**config.mk**
```make
export PLATFORM = sky130hd
export DESIGN_NAME = sdli_top
export DESIGN_NICKNAME = d
export VERILOG_FILES = /design/src/design/sdli_pkg.sv /design/src/design/sdli_frame_monitor.sv /design/src/design/sdli_top.sv
export SDC_FILE = /design/constraint.sdc
export NUM_CORES = 1
export LEC_CHECK = 0
export ABC_AREA = 1
export CAP_MARGIN = 20
export CORE_MARGIN = 5
export CORE_UTILIZATION = 33
export DETAILED_ROUTE_END_ITERATION = 10
export DONT_BUFFER_PORTS = 1
export SYNTH_ARGS = -nofsm -noshare
export SYNTH_HDL_FRONTEND = slang
export SYNTH_SLANG_ARGS = --single-unit
```
**constraint.sdc**
```tcl
create_clock -name aclk -period 3.2 [get_ports aclk]
set_input_delay 0 -clock aclk [delete_from_list [all_inputs] [get_ports aclk]]
set_output_delay 0 -clock aclk [all_outputs]
set_load 0.02 [all_outputs]
```
**src/design/sdli_pkg.sv**
```systemverilog
// sdli_pkg: register map, field positions, reset values and counts for
// the signaling data link interrupt block.
// assumes AXI4-Lite with 32-bit data, one register per aligned word.
package sdli_pkg;

    localparam int ADDR_W = 8;
    localparam int DATA_W = 32;

    // register byte offsets
    localparam logic [7:0] OFF_SS7_ENABLE = 8'h00;
    localparam logic [7:0] OFF_SS7_STATUS = 8'h04;
    localparam logic [7:0] OFF_DL3_STATUS = 8'h08;
    localparam logic [7:0] OFF_DL3_MASK = 8'h0C;
    localparam logic [7:0] OFF_CONTROL = 8'h10;
    localparam logic [7:0] OFF_CRC_COUNT = 8'h14;

    // ss7 enable / status layout (same positions in both)
    localparam int SS7_TX_START_BIT = 5;
    localparam int SS7_RX_START_BIT = 4;
    localparam int SS7_TX_END_BIT = 3;
    localparam int SS7_RX_END_BIT = 2;
    localparam int SS7_CRC_FAIL_BIT = 1;
    localparam int SS7_OVERSIZE_BIT = 0;
    localparam int SS7_W = 6;

    // third controller status / mask layout
    localparam int DL3_KIND_BIT = 7;
    localparam int DL3_TX_START_BIT = 6;
    localparam int DL3_RX_START_BIT = 5;
    localparam int DL3_TX_END_BIT = 4;
    localparam int DL3_FLAG_LSB = 4;
    localparam int DL3_W = 3;

    localparam int CTRL_THRESH_SEL_BIT = 0;

    localparam logic [SS7_W-1:0] SS7_ENABLE_RST = 6'h00;
    localparam logic [DL3_W-1:0] DL3_MASK_RST = 3'h0;
    localparam logic [DL3_W-1:0] DL3_FLAGS_RST = 3'h0;

    // consecutive bad-crc frame thresholds and oversize limit
    localparam int CRC_CNT_W = 7;
    localparam logic [CRC_CNT_W-1:0] CRC_THRESH_LOW = 7'h20;
    localparam logic [CRC_CNT_W-1:0] CRC_THRESH_HIGH = 7'h40;
    localparam int LEN_W = 9;
    localparam logic [LEN_W-1:0] MSG_MAX_BYTES = 9'h114;

    localparam logic [1:0] RESP_OKAY = 2'h0;
    localparam logic [1:0] RESP_SLVERR = 2'h2;

endpackage

```
**src/design/sdli_frame_monitor.sv**
```systemverilog
// sdli_frame_monitor: counts consecutive bad-crc frames and message bytes
// and raises one-cycle failure and oversize events.
// assumes frame and byte strobes are one-cycle pulses in the aclk domain.
`timescale 1ns/1ps
`default_nettype none
module sdli_frame_monitor
    import sdli_pkg::*;
(
    input wire logic aclk,
    input wire logic aresetn,
    input wire logic ce,
    input wire logic thresh_sel,
    input wire logic frame_done,
    input wire logic frame_crc_bad,
    input wire logic msg_byte,
    input wire logic msg_end,
    output logic crc_fail_evt,
    output logic oversize_evt,
    output logic [CRC_CNT_W-1:0] bad_count
);

    logic [CRC_CNT_W-1:0] limit;
    logic [LEN_W-1:0] byte_count;

    assign limit = thresh_sel ? CRC_THRESH_HIGH : CRC_THRESH_LOW;

    // counter saturates at the limit so the event fires once per run
    always_ff @(posedge aclk) begin
        if (!aresetn) begin
            bad_count <= '0;
            crc_fail_evt <= 1'b0;
        end else if (ce) begin
            crc_fail_evt <= 1'b0;
            if (frame_done) begin
                if (!frame_crc_bad) begin
                    bad_count <= '0;
                end else if (bad_count < limit) begin
                    bad_count <= bad_count + 1'b1;
                    crc_fail_evt <= (bad_count + 1'b1) == limit;
                end
            end
        end
    end

    // event on the first byte past the limit; a byte with msg_end still counts
    always_ff @(posedge aclk) begin
        if (!aresetn) begin
            byte_count <= '0;
            oversize_evt <= 1'b0;
        end else if (ce) begin
            oversize_evt <= msg_byte && (byte_count == MSG_MAX_BYTES);
            if (msg_end) begin
                byte_count <= '0;
            end else if (msg_byte && byte_count <= MSG_MAX_BYTES) begin
                byte_count <= byte_count + 1'b1;
            end
        end
    end
endmodule
`default_nettype wire

```
**src/design/sdli_top.sv**
```systemverilog
// sdli_top: interrupt enable and status registers for the ss7 link of the
// second controller and the upper status half of the third controller.
// assumes AXI4-Lite master on aclk; event inputs are one-cycle pulses.
//
// Summary of operation
// crc failure event fires when bad-crc counter reaches threshold
// threshold selectable as 32 or 64 consecutive bad-crc frames
// enable bit 1 gates the failure interrupt, resets to 0
// oversize event fires when a received message exceeds 276 bytes
// enable bit 0 gates the oversize interrupt, resets to 0
// enable bits 5 and 3 gate transmit start and end interrupts
// enable bits 4 and 2 gate receive start and end interrupts
// third-controller status bit 7 shows received message kind, read only
// status bit 6 sets when the transmitter starts a message
// software fills next transmit buffer upon transmit-start event
// status bit 5 sets when the receiver starts a message
// status bit 4 sets when transmission of a message ends
// software loads next transmit buffer before the transmit-end event
// start and end status bits clear when the status register is read
// failure and oversize bits live in companion status, clear on read
// interrupt asserts only while an enabled status bit is set
//
// The register offsets and the AXI4-Lite register port were chosen for this implementation.
`timescale 1ns/1ps
`default_nettype none
module sdli_top
    import sdli_pkg::*;
(
    input wire logic aclk,
    input wire logic aresetn,
    input wire logic ce,
    input wire logic awvalid,
    output logic awready,
    input wire logic [ADDR_W-1:0] awaddr,
    input wire logic wvalid,
    output logic wready,
    input wire logic [DATA_W-1:0] wdata,
    input wire logic [3:0] wstrb,
    output logic bvalid,
    input wire logic bready,
    output logic [1:0] bresp,
    input wire logic arvalid,
    output logic arready,
    input wire logic [ADDR_W-1:0] araddr,
    output logic rvalid,
    input wire logic rready,
    output logic [DATA_W-1:0] rdata,
    output logic [1:0] rresp,
    input wire logic ss7_tx_start,
    input wire logic ss7_rx_start,
    input wire logic ss7_tx_end,
    input wire logic ss7_rx_end,
    input wire logic ss7_frame_done,
    input wire logic ss7_frame_crc_bad,
    input wire logic ss7_msg_byte,
    input wire logic ss7_msg_end,
    input wire logic dl3_tx_start,
    input wire logic dl3_rx_start,
    input wire logic dl3_tx_end,
    input wire logic dl3_msg_kind,
    output logic irq
);

    logic [SS7_W-1:0] ss7_enable;
    logic [SS7_W-1:0] ss7_flags;
    logic [SS7_W-1:0] ss7_set;
    logic [SS7_W-1:0] ss7_clr;
    logic [DL3_W-1:0] dl3_mask;
    logic [DL3_W-1:0] dl3_flags;
    logic [DL3_W-1:0] dl3_set;
    logic [DL3_W-1:0] dl3_clr;
    logic received_message_kind;
    logic thresh_sel;
    logic crc_fail_evt;
    logic oversize_evt;
    logic [CRC_CNT_W-1:0] bad_count;

    logic aw_full;
    logic w_full;
    logic [ADDR_W-1:0] aw_addr;
    logic [DATA_W-1:0] w_data;
    logic [3:0] w_strb;
    logic wr_go;
    logic ar_fire;
    logic [ADDR_W-1:0] ar_word;
    logic [ADDR_W-1:0] aw_word;
    logic wr_lane0;
    logic [DATA_W-1:0] next_rdata;
    logic [1:0] next_rresp;
    logic wr_hit;

    sdli_frame_monitor u_monitor (
        .aclk(aclk),
        .aresetn(aresetn),
        .ce(ce),
        .thresh_sel(thresh_sel),
        .frame_done(ss7_frame_done),
        .frame_crc_bad(ss7_frame_crc_bad),
        .msg_byte(ss7_msg_byte),
        .msg_end(ss7_msg_end),
        .crc_fail_evt(crc_fail_evt),
        .oversize_evt(oversize_evt),
        .bad_count(bad_count)
    );

    // write channel: address and data taken independently, in either order
    assign awready = ce && !aw_full;
    assign wready = ce && !w_full;
    assign wr_go = aw_full && w_full && !bvalid;
    assign aw_word = {aw_addr[ADDR_W-1:2], 2'b00};
    assign wr_lane0 = wr_go && w_strb[0];

    always_ff @(posedge aclk) begin
        if (!aresetn) begin
            aw_full <= 1'b0;
            aw_addr <= '0;
        end else if (ce) begin
            if (awvalid && awready) begin
                aw_full <= 1'b1;
                aw_addr <= awaddr;
            end else if (wr_go) begin
                aw_full <= 1'b0;
            end
        end
    end

    always_ff @(posedge aclk) begin
        if (!aresetn) begin
            w_full <= 1'b0;
            w_data <= '0;
            w_strb <= 4'h0;
        end else if (ce) begin
            if (wvalid && wready) begin
                w_full <= 1'b1;
                w_data <= wdata;
                w_strb <= wstrb;
            end else if (wr_go) begin
                w_full <= 1'b0;
            end
        end
    end

    always_comb begin
        wr_hit = 1'b0;
        case (aw_word)
            OFF_SS7_ENABLE, OFF_SS7_STATUS, OFF_DL3_STATUS, OFF_DL3_MASK,
            OFF_CONTROL, OFF_CRC_COUNT: wr_hit = 1'b1;
            default: wr_hit = 1'b0;
        endcase
    end

    always_ff @(posedge aclk) begin
        if (!aresetn) begin
            bvalid <= 1'b0;
            bresp <= RESP_OKAY;
        end else if (ce) begin
            if (wr_go) begin
                bvalid <= 1'b1;
                bresp <= wr_hit ? RESP_OKAY : RESP_SLVERR;
            end else if (bready) begin
                bvalid <= 1'b0;
            end
        end
    end

    // read channel: one read at a time, data registered at the ar edge
    assign arready = ce && !rvalid;
    assign ar_fire = arvalid && arready;
    assign ar_word = {araddr[ADDR_W-1:2], 2'b00};

    always_comb begin
        next_rdata = '0;
        next_rresp = RESP_OKAY;
        case (ar_word)
            OFF_SS7_ENABLE: next_rdata[SS7_W-1:0] = ss7_enable;
            OFF_SS7_STATUS: next_rdata[SS7_W-1:0] = ss7_flags;
            OFF_DL3_STATUS: begin
                next_rdata[DL3_KIND_BIT] = received_message_kind;
                next_rdata[DL3_FLAG_LSB +: DL3_W] = dl3_flags;
            end
            OFF_DL3_MASK: next_rdata[DL3_FLAG_LSB +: DL3_W] = dl3_mask;
            OFF_CONTROL: next_rdata[CTRL_THRESH_SEL_BIT] = thresh_sel;
            OFF_CRC_COUNT: next_rdata[CRC_CNT_W-1:0] = bad_count;
            default: next_rresp = RESP_SLVERR;
        endcase
    end

    always_ff @(posedge aclk) begin
        if (!aresetn) begin
            rvalid <= 1'b0;
            rdata <= '0;
            rresp <= RESP_OKAY;
        end else if (ce) begin
            if (ar_fire) begin
                rvalid <= 1'b1;
                rdata <= next_rdata;
                rresp <= next_rresp;
            end else if (rready) begin
                rvalid <= 1'b0;
            end
        end
    end

    // software-written control
    always_ff @(posedge aclk) begin
        if (!aresetn) begin
            ss7_enable <= SS7_ENABLE_RST;
            dl3_mask <= DL3_MASK_RST;
            thresh_sel <= 1'b0;
        end else if (ce && wr_lane0) begin
            if (aw_word == OFF_SS7_ENABLE) begin
                ss7_enable <= w_data[SS7_W-1:0];
            end
            if (aw_word == OFF_DL3_MASK) begin
                dl3_mask <= w_data[DL3_FLAG_LSB +: DL3_W];
            end
            if (aw_word == OFF_CONTROL) begin
                thresh_sel <= w_data[CTRL_THRESH_SEL_BIT];
            end
        end
    end

    // sticky flags: read clears all, write-one clears chosen bits; set wins
    always_comb begin
        ss7_set = '0;
        ss7_set[SS7_TX_START_BIT] = ss7_tx_start;
        ss7_set[SS7_RX_START_BIT] = ss7_rx_start;
        ss7_set[SS7_TX_END_BIT] = ss7_tx_end;
        ss7_set[SS7_RX_END_BIT] = ss7_rx_end;
        ss7_set[SS7_CRC_FAIL_BIT] = crc_fail_evt;
        ss7_set[SS7_OVERSIZE_BIT] = oversize_evt;
        dl3_set = '0;
        dl3_set[DL3_TX_START_BIT-DL3_FLAG_LSB] = dl3_tx_start;
        dl3_set[DL3_RX_START_BIT-DL3_FLAG_LSB] = dl3_rx_start;
        dl3_set[DL3_TX_END_BIT-DL3_FLAG_LSB] = dl3_tx_end;
        ss7_clr = '0;
        dl3_clr = '0;
        if (ar_fire && ar_word == OFF_SS7_STATUS) begin
            ss7_clr = '1;
        end
        if (ar_fire && ar_word == OFF_DL3_STATUS) begin
            dl3_clr = '1;
        end
        if (wr_lane0 && aw_word == OFF_SS7_STATUS) begin
            ss7_clr = ss7_clr | w_data[SS7_W-1:0];
        end
        if (wr_lane0 && aw_word == OFF_DL3_STATUS) begin
            dl3_clr = dl3_clr | w_data[DL3_FLAG_LSB +: DL3_W];
        end
    end

    always_ff @(posedge aclk) begin
        if (!aresetn) begin
            ss7_flags <= '0;
        end else if (ce) begin
            ss7_flags <= (ss7_flags & ~ss7_clr) | ss7_set;
        end
    end

    always_ff @(posedge aclk) begin
        if (!aresetn) begin
            dl3_flags <= DL3_FLAGS_RST;
        end else if (ce) begin
            dl3_flags <= (dl3_flags & ~dl3_clr) | dl3_set;
        end
    end

    // kind is latched as each message starts arriving
    always_ff @(posedge aclk) begin
        if (!aresetn) begin
            received_message_kind <= 1'b0;
        end else if (ce && dl3_rx_start) begin
            received_message_kind <= dl3_msg_kind;
        end
    end

    // level output; drops as soon as the read clears the last enabled flag
    assign irq = |(ss7_flags & ss7_enable) || |(dl3_flags & dl3_mask);
endmodule
`default_nettype wire

```
# After elaboration in Yosys (flattened, before gate mapping)

Index checks and enable logic that the tools add are counted.

Register bits after elaboration: 70
Logic and storage cells: 120

Add/sub/neg operators: 2
$lt $le $gt $ge: 2
Equality and inequality tests: 13
Muxes and demuxes: 27
Bitwise logic cells: 10
Reductions and logical operators: 46

Operators with widths:

| kind                                                                   | number |
|---|---|
| 6-bit by 2-bit equality test with 1-bit output (second input constant) | 4 |
| 6-bit by 3-bit equality test with 1-bit output (second input constant) | 4 |
| 2-bit AND reduction                                                    | 12 |
| 7-bit 2-to-1 mux                                                       | 3 |
| 9-bit 2-to-1 mux                                                       | 2 |
| 6-bit OR reduction                                                     | 3 |
| 1-bit logical AND                                                      | 17 |
| 8-bit zero test                                                        | 2 |
| 6-bit AND                                                              | 2 |
| 6-bit by 1-bit equality test with 1-bit output (second input constant) | 2 |
| 1-bit 2-to-1 mux                                                       | 12 |
| 6-bit 2-to-1 mux                                                       | 2 |
| 6-bit bitwise OR                                                       | 2 |
| 2-bit case mux with 5 select lines                                     | 1 |
| 2-bit nonzero test                                                     | 5 |
| 9-bit by 1-bit adder with 9-bit output (second input constant)         | 1 |
| 9-bit equality test (second input constant)                            | 1 |
| 9-bit <= comparator (second input constant)                            | 1 |
| 3-bit case mux with 3 select lines                                     | 1 |
| 7-bit by 1-bit adder with 7-bit output (second input constant)         | 1 |
| 7-bit equality test                                                    | 1 |
| 7-bit less-than comparator                                             | 1 |
| 3-bit AND                                                              | 2 |
| 3-bit 2-to-1 mux                                                       | 2 |
| 11 further kinds                                                       | 16 |

# Logic depth before layout (Yosys ltp)

Depth in word-level cells: 10
Gate-level depth with buffers: 10
Depth with buffers taken out: 10

# By module

From an unflattened synthesis, not the netlist that was laid out.

Cells, all modules: 543
Area, all modules: 3684.8 um^2

By module, submodules not included:

| module             | instances | cells an instance | area each (um^2) |
|---|---|---|---|
| sdli_top           | 1         | 360               | 2429.8 |
| sdli_frame_monitor | 1         | 183               | 1255.0 |

# Worst setup path after synthesis

No wires, ideal clock.

Kind: register to register
Start: reg w_full
End: reg w_data[5]
Setup time: 0.119 ns
Arrival: 1.268 ns
Data required time: 3.081 ns
Slack: 1.812 ns
Stages on the path, launching flop included: 6
Period minus slack after synthesis: 1.388 ns
Path through: dfxtp_1 > nor2_1 > nand2_1 > buf_2 > o21ai_1 > a21oi_1

Cells in the longest elaborated chain, start to end: 4

RTL lines:

| element                              | line            | source |
|---|---|---|
| from (decl)                          | sdli_top.sv:79  | `logic w_full;` |
| from (signal assigned)               | sdli_top.sv:129 | `w_full <= 1'b0;` |
| from (signal assigned)               | sdli_top.sv:134 | `w_full <= 1'b1;` |
| from (signal assigned)               | sdli_top.sv:138 | `w_full <= 1'b0;` |
| 1-bit zero test                      | sdli_top.sv:108 | `assign wready = ce && !w_full;` |
| 1-bit logical AND                    | sdli_top.sv:108 |  |
| via wready                           | sdli_top.sv:36  | `output logic wready,` |
| 1-bit logical AND                    | sdli_top.sv:133 | `if (wvalid && wready) begin` |
| 2-bit AND reduction (no source line) | -               |  |
| to (signal assigned)                 | sdli_top.sv:135 | `w_data <= wdata;` |
| to (decl)                            | sdli_top.sv:81  | `logic [DATA_W-1:0] w_data;` |

The timed path passes the listed nets, and every way through them passes these cells.
A chain may end at the register's enable or synchronous reset.

# Worst setup path after layout

Start: in ce
End: reg aw_addr[3]

Cells in the longest elaborated chain, start to end: 3

RTL lines:

| element                              | line            | source |
|---|---|---|
| from (decl)                          | sdli_top.sv:31  | `input wire logic ce,` |
| 1-bit logical AND                    | sdli_top.sv:107 | `assign awready = ce && !aw_full;` |
| via awready                          | sdli_top.sv:33  | `output logic awready,` |
| 1-bit logical AND                    | sdli_top.sv:118 | `if (awvalid && awready) begin` |
| 2-bit AND reduction (no source line) | -               |  |
| to (signal assigned)                 | sdli_top.sv:120 | `aw_addr <= awaddr;` |
| to (decl)                            | sdli_top.sv:80  | `logic [ADDR_W-1:0] aw_addr;` |

The timed path passes the listed nets, and every way through them passes these cells.

==> results.md <==
* Warning count from the yosys run at 0
* Post-CTS setup buffer count at 0
* CTS tree: done
* Routability cong. at 0.864
* Slew Limit Fails at 0
* GRT Residual Overflow at 0
* Die area at 13200 um^2
* Setup Skew at 0.00758 ns
* Initial Utilization at 33.5%
* NetSw at 498 uW
* Residual DRC at 0
* Final Worst Setup Slack at 0.928 ns
* Clock slew at reported path FFs at 0.08 ns
* Clock latency of the later-clocked register in the worst-skew pair at 0.35 ns
* Post-synth top area share at 36.4%
* Distinct cells, synth at 41
* Largest cells by area after synthesis: sky130_fd_sc_hd__dfxtp_1, sky130_fd_sc_hd__nand2_1, sky130_fd_sc_hd__a21oi_1
* Maximum number of pins on one net before global-route repair at 36
* CTS root buf: sky130_fd_sc_hd__clkbuf_8
* Post-CTS Hold Buffers at 45
* Startpoint type of the worst setup path: primary input
* Antenna violations before repair at 0
* CP endpoint kind: register
* Antenna-violating nets left at 0
* Critical Path AT at 2.51 ns
* Wire length of the first global-routing pass at 15700 um
* Largest area contributor in the synthesized netlist: sky130_fd_sc_hd__dfxtp_1
* Clk sinks at 66
* Total number of H-tree levels at 3
* Post-synth top cells: sky130_fd_sc_hd__nand2_1, sky130_fd_sc_hd__dfxtp_1, sky130_fd_sc_hd__a21oi_1, sky130_fd_sc_hd__nor2_1, sky130_fd_sc_hd__inv_1
* Cells after Synth at 544
* Total via count in the routed design at 3558
* Sequential group share of total power at 45.1%
* Shortest clock period the worst path allows after layout at 2.27 ns
* Crit path required time at 3.44 ns
* Number of enable-type register cells in the synthesized netlist at 0
* Per-cell routed wire length at 13.0 um
* Status: completed
* Critical path peak fanout at 26
* Worst-margin pin slew at 0.684 ns
* Peak supply drop at 0.000223 V
* Number of design-rule violations left by the first detailed-router iteration at 155
* Number of optimization iterations in the first detailed-route pass at 4
* Number of buffers added by the clock tree synthesis step at 9
* Critical path start-end classification: in2reg
* Worst min-delay path category: in2reg
* Max_slew headroom at 54.3%
* Netlist Area Pre-Place at 3630 um^2
* Maximum buffer depth of the clock tree at 2
* Number of top-level pins at 114
* Final Hold Vio Count at 0
* Setup TNS at 0 ns
* Final HPWL from detailed placement at 6740 um
* Share of power burned in the clock network at 44.6%
* Sequential area share after synthesis at 36.4%
* Ratio of routed vias to standard cells at 4.86
* Achievable clock frequency at 440 MHz
* Resize count post-CTS at 0
* Most frequent cell after synthesis: sky130_fd_sc_hd__nand2_1
* Flip-flop cell with the highest count after synthesis: sky130_fd_sc_hd__dfxtp_1
* Power density of the placed cells at 445 nW/um^2
* Count of final setup violators at 0
* Number of nets in the finished design at 664
* Die Height at 115 um
* Placement Setup Slack at 1.39 ns
* Internal power of the cells at 1.44 mW
* Mean cell area of the mapped netlist at 6.68 um^2
* RSZ-0062 raised after global routing: false
* Number of global-route vias before repair at 3320
* PortBufs at 0
* Max-cap viol count at 0
* Core area at 10800 um^2
* Share of cells above drive strength 1 at 7.26%
* FF+latch count, synth at 66
* Signed area change from the synthesized netlist to the final layout at 19.7%
* Final period utilization at 71.0%
* Final routed wirelength across all metal layers at 9500 um
* Async set or reset register ratio after synthesis at 0%
* Fraction of power spent switching nets at 25.7%
* Total inserted antenna cells at 0
* Leakage power total at 1.74 nW
* Combinational fraction of design power at 10.3%
* Die W at 115 um
* Standard-cell rows at 38
* GR Util All Layers at 14.7%
## logic make-up (layout without fill, tap and decap cells)
logic type,count (synthesis),count (layout),share of synthesized area [%]
other cells,1,26,0.103
buf+inv,90,113,12.7
fa+ha+maj,5,5,1.72
flops,66,66,36.4
compound gates,101,101,15.9
xor+xnor,2,2,0.482
simple gates,279,279,32.8
## per-layer routing
| layer | wire length, um | GRT usage (%) |
|---|---|---|
| met5 | 0 | 0 |
| met4 | 133 | 4.38 |
| met3 | 631 | 4.05 |
| met2 | 4310 | 24.4 |
| met1 | 4430 | 18.7 |
## power by group through the flow
| stage | logic (mW) | registers [mW] | clock network [mW] |
|---|---|---|---|
| floorplan | 0.153 | 0.885 | 0 |
| global placement | 0.139 | 0.890 | 0 |
| detailed placement | 0.142 | 0.891 | 0 |
| CTS | 0.198 | 0.871 | 0.876 |
| global route | 0.224 | 0.875 | 0.918 |
| finish | 0.200 | 0.872 | 0.862 |
## final cells by class
| class | instances | area, um^2 |
|---|---|---|
| clock buffer | 10 | 128 |
| sequential | 66 | 1320 |
| fill | 1156 | 6490 |
| multi-input combinational | 413 | 1950 |
| tap | 140 | 175 |
| inverter | 51 | 195 |
| timing repair buffer | 46 | 468 |
| clock inverter | 6 | 115 |
## sequential cells by signal, summed over array words and instances, names as in the netlist, 3 cells and up
name / count
aw_addr: 6
ss7_enable: 6
u_monitor.byte_count: 9
u_monitor.bad_count: 7
w_data: 7
dl3_mask: 3
dl3_flags: 3
rdata: 8
ss7_flags: 6
## stage by stage
stage	utilization, %	cell area [um^2]	hold slack, ns	total power, mW	cells
6_report	40.1	4350	0.000730	1.93	732
3_3_place_gp	33.6	3650	0.133	1.03	671
4_1_cts	40.1	4350	0.00157	1.95	732
3_5_place_dp	33.6	3650	0.137	1.03	671
2_1_floorplan	-	3730	0.138	1.04	569
5_1_grt	40.1	4350	0.0546	2.02	732
## critical path, stage by stage
cell	delay (ns)
sky130_fd_sc_hd__dlygate4sd3_1	0.59
sky130_fd_sc_hd__buf_12	0.21
sky130_fd_sc_hd__inv_4	0.08
sky130_fd_sc_hd__nor2_1	0.49
sky130_fd_sc_hd__nand2_2	0.25
sky130_fd_sc_hd__o21ai_0	0.27
sky130_fd_sc_hd__a21oi_1	0.06
sky130_fd_sc_hd__dlygate4sd3_1	0.55
## layout by cell type, fill, tap and decap left out, types with 2 or more instances in the layout
cell type | Yosys | final
sky130_fd_sc_hd__nand3_1 | 38 | 38
sky130_fd_sc_hd__dfxtp_1 | 66 | 66
sky130_fd_sc_hd__xor2_1 | 2 | 2
sky130_fd_sc_hd__nand2_2 | 4 | 4
sky130_fd_sc_hd__dlygate4sd3_1 | 0 | 44
sky130_fd_sc_hd__inv_1 | 46 | 46
sky130_fd_sc_hd__nor3_1 | 5 | 5
sky130_fd_sc_hd__ha_1 | 5 | 5
sky130_fd_sc_hd__nor2_2 | 5 | 5
sky130_fd_sc_hd__bufinv_16 | 0 | 3
sky130_fd_sc_hd__nand4_1 | 5 | 5
sky130_fd_sc_hd__clkinv_4 | 0 | 2
sky130_fd_sc_hd__o211ai_1 | 2 | 2
sky130_fd_sc_hd__nand2_1 | 167 | 167
sky130_fd_sc_hd__o21ai_0 | 20 | 20
sky130_fd_sc_hd__nor2_1 | 47 | 47
sky130_fd_sc_hd__inv_2 | 3 | 3
sky130_fd_sc_hd__a21oi_1 | 62 | 62
sky130_fd_sc_hd__clkbuf_8 | 0 | 9
sky130_fd_sc_hd__nand2_4 | 2 | 2
sky130_fd_sc_hd__a211oi_2 | 4 | 4
sky130_fd_sc_hd__conb_1 | 1 | 26
sky130_fd_sc_hd__a211oi_1 | 3 | 3
## path summary, 6_finish.rpt
path,startpoint,end,slack (ns),cells past startpoint
worst max-delay path,ce,aw_addr[3]$_SDFFE_PN0P_,0.93,8
worst min-delay path,araddr[3],rdata[6]$_SDFFE_PN0P_,0.0007,4
worst max register to register,aw_full$_SDFFE_PN0P_,aw_addr[3]$_SDFFE_PN0P_,1.09,5
worst min register to register,ss7_flags[0]$_SDFFE_PN0P_,ss7_flags[0]$_SDFFE_PN0P_,0.46,2
Power figures use the tool's default switching activity.
